$ cat src/hdl/opd_regs.vh
// constants of the opcode page decoder
`ifndef OPD_REGS_VH
`define OPD_REGS_VH
// page escape prefix byte
`define OPD_PREFIX 8'h9e
// addressing mode codes
`define OPD_AM_IMPLIED 4'h0
`define OPD_AM_LITERAL 4'h1
`define OPD_AM_ZPAGE 4'h2
`define OPD_AM_FULL 4'h3
`define OPD_AM_BRANCH 4'h4
`define OPD_AM_IX0 4'h5
`define OPD_AM_IX8 4'h6
`define OPD_AM_IX16 4'h7
`define OPD_AM_SP8 4'h8
`define OPD_AM_SP16 4'h9
`define OPD_AM_IXPI 4'ha
`define OPD_AM_IX8PI 4'hb
`define OPD_AM_ZP_ZP 4'hc
`define OPD_AM_PI_ZP 4'hd
`define OPD_AM_LIT_ZP 4'he
`define OPD_AM_ZP_PI 4'hf
// operation class codes
`define OPD_OP_OTHER 4'h0
`define OPD_OP_SUB 4'h1
`define OPD_OP_NEG 4'h2
`define OPD_OP_COPY 4'h3
`define OPD_OP_ESC 4'h4
// timing figures of named instructions
`define OPD_NEG_SP8_BYTES 3'h3
`define OPD_NEG_SP8_CYC 4'h6
`define OPD_SUB_IX0_BYTES 3'h1
`define OPD_SUB_IX0_CYC 4'h3
`endif

$ cat src/hdl/opd_rom.v
// registered lookup of page-one and page-two opcode attributes
`include "opd_regs.vh"
module opd_rom
(
  input wire i_core_clk,
  input wire i_rstn,
  input wire i_en,
  input wire i_page2,
  input wire [7:0] i_code,
  output reg [3:0] o_mode,
  output reg [3:0] o_op,
  output reg [2:0] o_bytes,
  output reg [3:0] o_cycles,
  output reg o_illegal
);
  reg [3:0] m;
  reg [3:0] op;
  reg [2:0] nb;
  reg [3:0] cy;
  reg bad;

  // --------------------------------------------------------------
  // attribute decode
  // --------------------------------------------------------------
  always @*
  begin
    m = `OPD_AM_IMPLIED;
    op = `OPD_OP_OTHER;
    nb = 3'h1;
    cy = 4'h1;
    bad = 1'b0;
    if (!i_page2)
    begin
      case (i_code[7:4])
        4'h0: begin m = `OPD_AM_ZPAGE; nb = 3'h3; cy = 4'h5; end
        4'h1: begin m = `OPD_AM_ZPAGE; nb = 3'h2; cy = 4'h5; end
        4'h2: begin m = `OPD_AM_BRANCH; nb = 3'h2; cy = 4'h3; end
        4'h3: begin m = `OPD_AM_ZPAGE; nb = 3'h2; cy = 4'h5; end
        4'h4: begin m = `OPD_AM_IMPLIED; nb = 3'h1; cy = 4'h1; end
        4'h5: begin m = `OPD_AM_IMPLIED; nb = 3'h1; cy = 4'h1; end
        4'h6: begin m = `OPD_AM_IX8; nb = 3'h2; cy = 4'h5; end
        4'h7: begin m = `OPD_AM_IX0; nb = 3'h1; cy = 4'h4; end
        4'h8, 4'h9: begin m = `OPD_AM_IMPLIED; nb = 3'h1; cy = 4'h2; end
        4'ha: begin m = `OPD_AM_LITERAL; nb = 3'h2; cy = 4'h2; end
        4'hb: begin m = `OPD_AM_ZPAGE; nb = 3'h2; cy = 4'h3; end
        4'hc: begin m = `OPD_AM_FULL; nb = 3'h3; cy = 4'h4; end
        4'hd: begin m = `OPD_AM_IX16; nb = 3'h3; cy = 4'h4; end
        4'he: begin m = `OPD_AM_IX8; nb = 3'h2; cy = 4'h3; end
        default: begin m = `OPD_AM_IX0; nb = 3'h1; cy = 4'h3; end
      endcase
      // per-code overrides: copy pairings, post-increment index, escape, subtract, full-address, illegal
      case (i_code)
        8'h4e: begin m = `OPD_AM_ZP_ZP; op = `OPD_OP_COPY; nb = 3'h3; cy = 4'h5; end
        8'h5e: begin m = `OPD_AM_ZP_PI; op = `OPD_OP_COPY; nb = 3'h2; cy = 4'h5; end
        8'h6e: begin m = `OPD_AM_LIT_ZP; op = `OPD_OP_COPY; nb = 3'h3; cy = 4'h4; end
        8'h7e: begin m = `OPD_AM_PI_ZP; op = `OPD_OP_COPY; nb = 3'h2; cy = 4'h5; end
        8'h71, 8'h61: m = (i_code[4]) ? `OPD_AM_IXPI : `OPD_AM_IX8PI;
        8'h9e: op = `OPD_OP_ESC;
        8'hf0: begin op = `OPD_OP_SUB; nb = `OPD_SUB_IX0_BYTES; cy = `OPD_SUB_IX0_CYC; end
        8'h32, 8'h3e: begin m = `OPD_AM_FULL; nb = 3'h3; cy = 4'h6; end
        8'h82, 8'h8d, 8'hac: bad = 1'b1;
        default: bad = 1'b0;
      endcase
      if (i_code[7:4] == 4'he || i_code[7:4] == 4'hf)
        if (i_code[3:0] == 4'h0)
          op = `OPD_OP_SUB;
    end
    else
    begin
      // second page: stack-relative forms, plus the a row in plain index mode
      case (i_code[7:4])
        4'h6: begin m = `OPD_AM_SP8; nb = 3'h3; cy = 4'h6;
          if (i_code[3:0] == 4'h0) op = `OPD_OP_NEG;
          if (i_code[3:0] == 4'h2 || i_code[3:0] == 4'h5 || i_code[3:0] == 4'he) bad = 1'b1;
        end
        4'hd: begin m = `OPD_AM_SP16; nb = 3'h4; cy = 4'h5;
          if (i_code[3:0] == 4'hc || i_code[3:0] == 4'hd) bad = 1'b1;
          if (i_code[3:0] == 4'h0) op = `OPD_OP_SUB;
        end
        4'he: begin m = `OPD_AM_SP8; nb = 3'h3; cy = 4'h4;
          if (i_code[3:0] == 4'hc || i_code[3:0] == 4'hd) bad = 1'b1;
          if (i_code[3:0] == 4'h0) op = `OPD_OP_SUB;
        end
        4'ha: begin m = `OPD_AM_IX0; nb = 3'h2; cy = 4'h5;
          if (i_code[3:0] != 4'he) bad = 1'b1;
        end
        4'hf: begin m = `OPD_AM_SP8; nb = 3'h3; cy = 4'h5;
          if (i_code[3:0] != 4'h3 && i_code[3:0] != 4'hf) bad = 1'b1;
        end
        default: bad = 1'b1;
      endcase
      if (i_code == 8'h60)
      begin
        nb = `OPD_NEG_SP8_BYTES;
        cy = `OPD_NEG_SP8_CYC;
      end
    end
  end

  // --------------------------------------------------------------
  // registered read data
  // --------------------------------------------------------------
  always @(posedge i_core_clk)
  begin
    if (!i_rstn)
    begin
      o_mode <= `OPD_AM_IMPLIED;
      o_op <= `OPD_OP_OTHER;
      o_bytes <= 3'h0;
      o_cycles <= 4'h0;
      o_illegal <= 1'b0;
    end
    else if (i_en)
    begin
      o_mode <= m;
      o_op <= op;
      o_bytes <= nb;
      o_cycles <= cy;
      o_illegal <= bad;
    end
  end
endmodule // opd_rom

$ cat src/hdl/opd_decoder.v
// opcode page decoder: byte stream in, instruction attributes out
// Operation
// - byte 9e is an escape; next byte decodes from page two.
// - page-two 60 is two's complement, stack 8-bit offset, 3 bytes, 6 cycles.
// - page-one f0 is subtract, plain index, 1 byte, 3 cycles.
// - stack pointer plus 8-bit or 16-bit offset modes exist.
// - post-increment index modes, no offset and one-byte offset.
// - branch mode plus index modes with 0, 8, 16-bit offsets.
// - implied, literal, zero-page and full-address modes are recognised.
// - byte copy has four memory-to-memory operand pairings.
`include "opd_regs.vh"
module opd_decoder
(
  input wire i_core_clk,
  input wire i_rstn,
  input wire i_op_valid,
  input wire [7:0] i_op_byte,
  output wire o_op_ready,
  output reg o_dec_valid,
  output reg o_page2,
  output reg [7:0] o_opcode,
  output wire [3:0] o_mode,
  output wire [3:0] o_op_class,
  output wire [2:0] o_bytes,
  output wire [3:0] o_cycles,
  output wire o_illegal,
  output wire o_postinc,
  output wire o_stack_rel
);
  reg esc_r;
  wire take;
  wire is_esc;
  wire [3:0] rom_op;

  assign o_op_ready = 1'b1;
  assign take = i_op_valid;
  assign is_esc = !esc_r && (i_op_byte == `OPD_PREFIX);

  // --------------------------------------------------------------
  // page tracking
  // --------------------------------------------------------------
  always @(posedge i_core_clk)
  begin
    if (!i_rstn)
    begin
      esc_r <= 1'b0;
      o_page2 <= 1'b0;
    end
    else
    begin
      if (take)
      begin
        esc_r <= is_esc;
        if (!is_esc)
          o_page2 <= esc_r;
      end
    end
  end

  // attribute lookup for page-one and page-two codes
  opd_rom u_rom
  (
    .i_core_clk(i_core_clk),
    .i_rstn(i_rstn),
    .i_en(take && !is_esc),
    .i_page2(esc_r),
    .i_code(i_op_byte),
    .o_mode(o_mode),
    .o_op(rom_op),
    .o_bytes(o_bytes),
    .o_cycles(o_cycles),
    .o_illegal(o_illegal)
  );

  // --------------------------------------------------------------
  // outputs to the sequencer
  // --------------------------------------------------------------
  always @(posedge i_core_clk)
  begin
    if (!i_rstn)
    begin
      o_dec_valid <= 1'b0;
      o_opcode <= 8'h00;
    end
    else
    begin
      o_dec_valid <= take && !is_esc;
      if (take && !is_esc)
        o_opcode <= i_op_byte;
    end
  end

  assign o_op_class = rom_op;
  // index increment after use
  assign o_postinc = (o_mode == `OPD_AM_IXPI) || (o_mode == `OPD_AM_IX8PI)
    || (o_mode == `OPD_AM_PI_ZP) || (o_mode == `OPD_AM_ZP_PI);
  // stack pointer base
  assign o_stack_rel = (o_mode == `OPD_AM_SP8) || (o_mode == `OPD_AM_SP16);
endmodule // opd_decoder

$ cat config.mk
export PLATFORM = sky130hd
export DESIGN_NAME = opd_decoder
export DESIGN_NICKNAME = d
export VERILOG_FILES = /design/src/hdl/opd_rom.v /design/src/hdl/opd_decoder.v
export VERILOG_INCLUDE_DIRS = /design/src /design/src/hdl
export SDC_FILE = /design/constraint.sdc
export NUM_CORES = 1
export LEC_CHECK = 0
export BUFFER_PORTS_ARGS = -buffer_cell sky130_fd_sc_hd__buf_4
export CORE_ASPECT_RATIO = 0.8
export CORE_MARGIN = 2
export CORE_UTILIZATION = 49
export DETAILED_ROUTE_END_ITERATION = 6
export GPL_TIMING_DRIVEN = 1
export PLACE_DENSITY = 0.73
export SYNTH_ARGS = -nofsm -noshare
export SYNTH_HDL_FRONTEND = slang
export SYNTH_HIERARCHICAL = 1
export SYNTH_SLANG_ARGS = --single-unit
$ cat constraint.sdc
create_clock -name i_core_clk -period 2.4 [get_ports i_core_clk]
set_input_delay 0.72 -clock i_core_clk [delete_from_list [all_inputs] [get_ports i_core_clk]]
set_output_delay 0.72 -clock i_core_clk [all_outputs]
set_load 0.01 [all_outputs]
# ---- Yosys cells after proc, flatten, opt, wreduce, memory -nomap -nowiden
# Memory sizes are Yosys's and may differ from the RTL's.
# Index checks and enable logic that the tools add are counted.
dict set report word_totals {
  ram_bits 0
  register_bits 27
  rom_bits 128
  mem_count 1
  latchBits 0
  inputBits 11
}
# memory words width read_ports rd_ports_with_merged_regs write_ports line
set memory_table {}
lappend memory_table {{(no name shown)} 16 8 1 0 0 opd_rom.v:34} ;# case (i_code[7:4])
dict set report classes {
  n_eq_ne 33
  reduce_logical 25
  n_addsub 0
  n_lt_le_gt_ge 0
  bitwise_logic 1
  n_shift 0
  muxes 26
  n_mul 0
  div 0
}
# cell n
set ops {}
lappend ops {{8-bit by 7-bit == test with 1-bit output, second input constant} 7}
lappend ops {{4-bit == test, second input constant} 13}
lappend ops {{8-bit == test, second input constant} 5}
lappend ops {{3-bit one-hot mux with 3 select lines} 4}
lappend ops {{4-bit one-hot mux with 6 select lines} 1}
lappend ops {{8-bit by 6-bit == test with 1-bit output, second input constant} 2}
lappend ops {{4-bit two-way mux} 4}
lappend ops {{4-bit one-hot mux with 4 select lines} 1}
lappend ops {{3-bit two-way mux} 4}
lappend ops {{4-bit one-hot mux with 3 select lines} 1}
lappend ops {{3-bit OR reduction} 4}
lappend ops {{4-bit by 3-bit == test with 1-bit output, second input constant} 2}
lappend ops {{1-bit logical OR} 8}
lappend ops {{1-bit two-way mux} 8}
lappend ops {{4-bit inequality test, second input constant} 2}
lappend ops {{4-bit one-hot mux with 2 select lines} 1}
lappend ops {{2-bit OR reduction} 4}
lappend ops {{4-bit OR reduction} 2}
lappend ops {{4-bit by 2-bit == test with 1-bit output, second input constant} 1}
lappend ops {{4-bit zero test} 1}
lappend ops {{4-bit by 2-bit inequality test with 1-bit output, second input constant} 1}
lappend ops {{1-bit one-hot mux with 4 select lines} 1}
lappend ops {{1-bit logical AND} 3}
lappend ops {{1-bit zero test} 2}
lappend ops {{3 further kinds} 3}

# ---- Logic depth before layout (Yosys ltp)
dict set report logic_depth {
  word_depth 6
  ltp_mapped 8
}

# ---- Cells and area by module
# Netlist, hierarchy kept.
# module n_inst area_each_um2 cells_each
set modules_own_cells {}
lappend modules_own_cells {opd_rom 1 1207.4 171}
lappend modules_own_cells {opd_decoder 1 588.1 65}

# ---- Least setup slack after synthesis
# No wires, ideal clock.
dict set report synth_path {
  path_type {input -> register}
  startpoint {input i_op_valid}
  endpoint {register u_rom.o_bytes[1]}
  setup_time_ps 119
  required_ps 2281
  n_path_buf 2
  stages 7
  arrival_ps 2214
  path_slack_ps 68
  path_cell_list {clkbuf_1 -> inv_1 -> a31oi_1 -> clkbuf_1 -> clkinv_1 -> a211oi_1 -> nor2_1}
}
dict set report synth_between {
  elab_chain_len 1
}
# item line
set synth_lines {}
lappend synth_lines {{start: declaration} opd_decoder.v:16} ;# input wire i_op_valid,
lappend synth_lines {{1-bit logical AND} opd_decoder.v:65} ;# .i_en(take && !is_esc),
lappend synth_lines {{end signal: assignment} opd_rom.v:117} ;# o_bytes <= nb;
lappend synth_lines {{end: declaration} opd_rom.v:12} ;# output reg [2:0] o_bytes,
# Every way passes these cells.
# A chain may end at the register's enable or synchronous reset.

# ---- Worst setup path in the final report
dict set report layout_path {
  startpoint {input i_op_byte[3]}
  endpoint {register u_rom.o_illegal}
}
dict set report layout_between {
  elab_chain_len 6
}
# item line
set layout_lines {}
lappend layout_lines {{start: declaration} opd_decoder.v:17} ;# input wire [7:0] i_op_byte,
lappend layout_lines {{4-bit by 2-bit == test with 1-bit output or 4-bit by 3-bit == test with 1-bit output (tied branches)} opd_rom.v:74} ;# if (i_code[3:0] == 4'h2 || i_code[3:0] == 4'h5 || i_code[3:0] == 4'he) bad = 1'b1;
lappend layout_lines {{1-bit logical OR (2 in a row)} opd_rom.v:74}
lappend layout_lines {{1-bit two-way mux} opd_rom.v:74}
lappend layout_lines {{1-bit one-hot mux with 4 select lines} opd_rom.v:71} ;# case (i_code[7:4])
lappend layout_lines {{1-bit two-way mux} opd_rom.v:32} ;# if (!i_page2)
lappend layout_lines {{end signal: assignment} opd_rom.v:111} ;# o_illegal <= 1'b0;
lappend layout_lines {{end signal: assignment} opd_rom.v:119} ;# o_illegal <= bad;
lappend layout_lines {{end: declaration} opd_rom.v:14} ;# output reg o_illegal
# Several ways; a longest one is shown, not always the timed one.

==> results.json <==
{
  "path_clk_slew_ps": 90,
  "antennaDiodeCount": 0,
  "status": "complete, no violations",
  "reg2reg_depth": 7,
  "cts_buffer_depth": 2,
  "fin_util": 0.6240,
  "netlist_area_um2": 1795,
  "hpwl_mm": 3.400,
  "use_met1": 0.3490,
  "synthTopCellsByArea": "dfxtp_1 28%, a21oi_1 6.1%, nand3_1 4.7%",
  "whs_path_depth": 2,
  "ff_latch_area_um2": 500.5,
  "timing.hold.ws_ps": 465.6,
  "drive_gt1_frac": 0.2425,
  "grt_pass1_vias": 1642,
  "first_iter_violations": 140,
  "vias": 1872,
  "finalSetupViolations": 0,
  "fin_crit_sh": 0.8511,
  "finalHoldViolations": 0,
  "core_um2": 3471,
  "cts_setup_buffers": 0,
  "regToRegStartpoint": "esc_r",
  "root_buffer": "clkbuf_8",
  "rsz0062_at_grt": "no",
  "synthToLayoutAreaGrowth_pct": 20.63,
  "wire_per_inst_um": 14.76,
  "port_buffers": 36,
  "htree_levels": 1,
  "syn_inst": 236,
  "remaining_drc_errors": 0,
  "num_io_pins": 40,
  "fin_skew_ps": 2.360,
  "cp.arrival_ps": 2190,
  "multi_input_area_um2": 1154,
  "synth_top_area_frac": 0.2787,
  "cts_made_buffers": 3,
  "yosysWarnings": 6,
  "layout.nets": 280,
  "synth-seq-cells": 25,
  "synth_sequential_area_ratio": 0.2787,
  "crit_path_start_kind": "input port",
  "ant_nets": 0,
  "reg2reg_slack_ps": 740,
  "hold_end": "u_rom/o_op[2]",
  "synth_cell_types": 62,
  "row_count": 19,
  "clk_latency_ps": 270,
  "synthArstFlopShare": 0,
  "yosysTopAreaCell": "dfxtp_1",
  "design_area_um2": 2166,
  "die_w_um": 71.68,
  "r2r-end": "u_rom/o_illegal",
  "die-area_um2": 4167,
  "grt.total_usage": 0.2309,
  "place_congestion": 0.8991,
  "cts_sinks": 25,
  "path_max_fanout": 14,
  "min_period_ps": 2043,
  "report.final.slew_viol_count": 0,
  "vias_per_cell": 6.039,
  "hp-class": "reg2reg",
  "worstHoldStart": "u_rom/o_op[2]",
  "syn_area_per_cell_um2": 7.608,
  "powerDensity_nw_per_um2": 441.0,
  "grt_pass1_wl_mm": 7.686,
  "ys.flop_type": "dfxtp_1",
  "holdBufCountCts": 0,
  "critPathKind": "in2reg",
  "fin_tns_setup_ps": 0,
  "required_ps": 2550,
  "globalRoute.totalOverflow": 0,
  "use_met3": 0.04174,
  "start_util": 0.5173,
  "fmax_mhz": 489.6,
  "antenna_found_initial": 0,
  "fillers": 300,
  "cts-resized-gates": 0,
  "leakage_uw": 0.0008377,
  "place_area_um2": 2120,
  "met2_usage": 0.3413,
  "maxCapViolations": 0,
  "critPathCaptureType": "register",
  "fp.dieH_um": 58.14,
  "cts_tree": "done",
  "ir_drop_v": 0.0003272,
  "grt_max_degree": 27,
  "synth-edff-count": 0,
  "firstDrtPassIters": 4,
  "drt_wl_total_mm": 4.575,
  "busiest_layer": "met1"
}
[report_power, final]
| group | total, uW | internal (uW) | switching, uW | leakage [uW] |
|---|---|---|---|---|
| Sequential | 451 | 436 | 14.2 | 0.000206 |
| Clock | 257 | 116 | 140 | 0.0000255 |
| Combinational | 248 | 111 | 137 | 0.000607 |
[per-stage QoR]
step | setup WS (ps) | cells | power, uW
after floorplan | 67.54 | 237 | 613.9
after global placement | 143.1 | 306 | 702.7
after detailed placement | 68.19 | 306 | 705.4
after CTS | 364.1 | 310 | 960.7
after global routing | 216.5 | 310 | 1006
final | 357.4 | 310 | 955.2
[cells by family after synthesis]
| group | Yosys count | share of synthesized area |
|---|---|---|
| flip-flops | 25 | 0.2787 |
| AND/OR/NAND/NOR | 100 | 0.3310 |
| multiplexers | 4 | 0.02439 |
| buffers and inverters | 31 | 0.08084 |
| other | 2 | 0.004183 |
| AO/OA/AOI/OAI | 70 | 0.2613 |
| XOR/XNOR | 4 | 0.01952 |
[how the worst max path moves through the flow]
| stage | start | end | slack [ps] | cells past startpoint |
|---|---|---|---|---|
| floorplan | i_op_valid | u_rom/o_bytes[1] | 70 | 7 |
| global placement | i_op_byte[3] | u_rom/o_illegal | 140 | 8 |
| detailed placement | i_op_byte[3] | u_rom/o_illegal | 70 | 8 |
| CTS | i_op_byte[3] | u_rom/o_illegal | 360 | 8 |
| global route | i_op_byte[3] | u_rom/o_cycles[0] | 220 | 8 |
| finish | i_op_byte[3] | u_rom/o_illegal | 360 | 8 |
[cell usage after synthesis (all sizes together), types with 3 or more instances]
library cell  count
buf              15
nand3b            4
nor3b             4
a31oi             4
o211ai            5
a211oi            4
a21oi            22
o21ai            11
clkbuf           10
o22ai             3
nor2             14
nor3              5
nor4b             4
and2              3
dfxtp            25
mux2              3
nand2            15
nor2b            10
inv               3
nand3            17
clkinv            3
nand4             3
xnor2             3
nand2b            6
[cell type report]
class,instances,share of cell area
Clock inverter,1,0.002311
Timing Repair Buffer,52,0.1802
Clock buffer,3,0.01906
Multi-Input combinational cell,181,0.5326
Tap cell,42,0.02426
Inverter,6,0.01040
Sequential cell,25,0.2311
[cell usage in the layout, fill, tap and decap left out, types with 3 or more instances in the layout]
cell type	synthesis	routed
buf_4	3	52
dfxtp_1	25	25
a21oi_1	22	22
nand3_1	17	17
nand2_1	14	14
nor2_1	14	14
o21ai_0	11	11
nor2b_1	10	10
nand2b_1	6	6
o211ai_1	5	5
nor3_1	5	5
a31oi_1	4	4
nor3b_1	4	4
nand3b_1	4	4
a211oi_1	4	4
mux2_2	3	3
nand4_1	3	3
conb_1	2	3
clkbuf_8	0	3
clkinv_1	3	3
xnor2_1	3	3
o22ai_1	3	3
[layer usage]
metal,vias to the layer above,wire length (um),share of wire
met1,850,2291,0.50
met5,-,0,0
met4,0,49,0.011
met2,83,1917,0.42
met3,6,317,0.069
li1,933,-,-
[sequential cells by signal (all words and copies together) (netlist names), 3 cells and up]
| register | cells |
|---|---|
| u_rom/o_mode | 4 |
| u_rom/o_cycles | 3 |
| o_opcode | 8 |
| u_rom/o_bytes | 3 |
| u_rom/o_op | 3 |
[worst max-delay path, stage by stage]
cell and delay, ps:
buf_4 160, and2_0 180, a31oi_1 170, buf_4 180
buf_4 200, o21ai_0 110, nor4b_1 410, a2111oi_2 60
No activity file was read; power rests on OpenSTA's default activity.
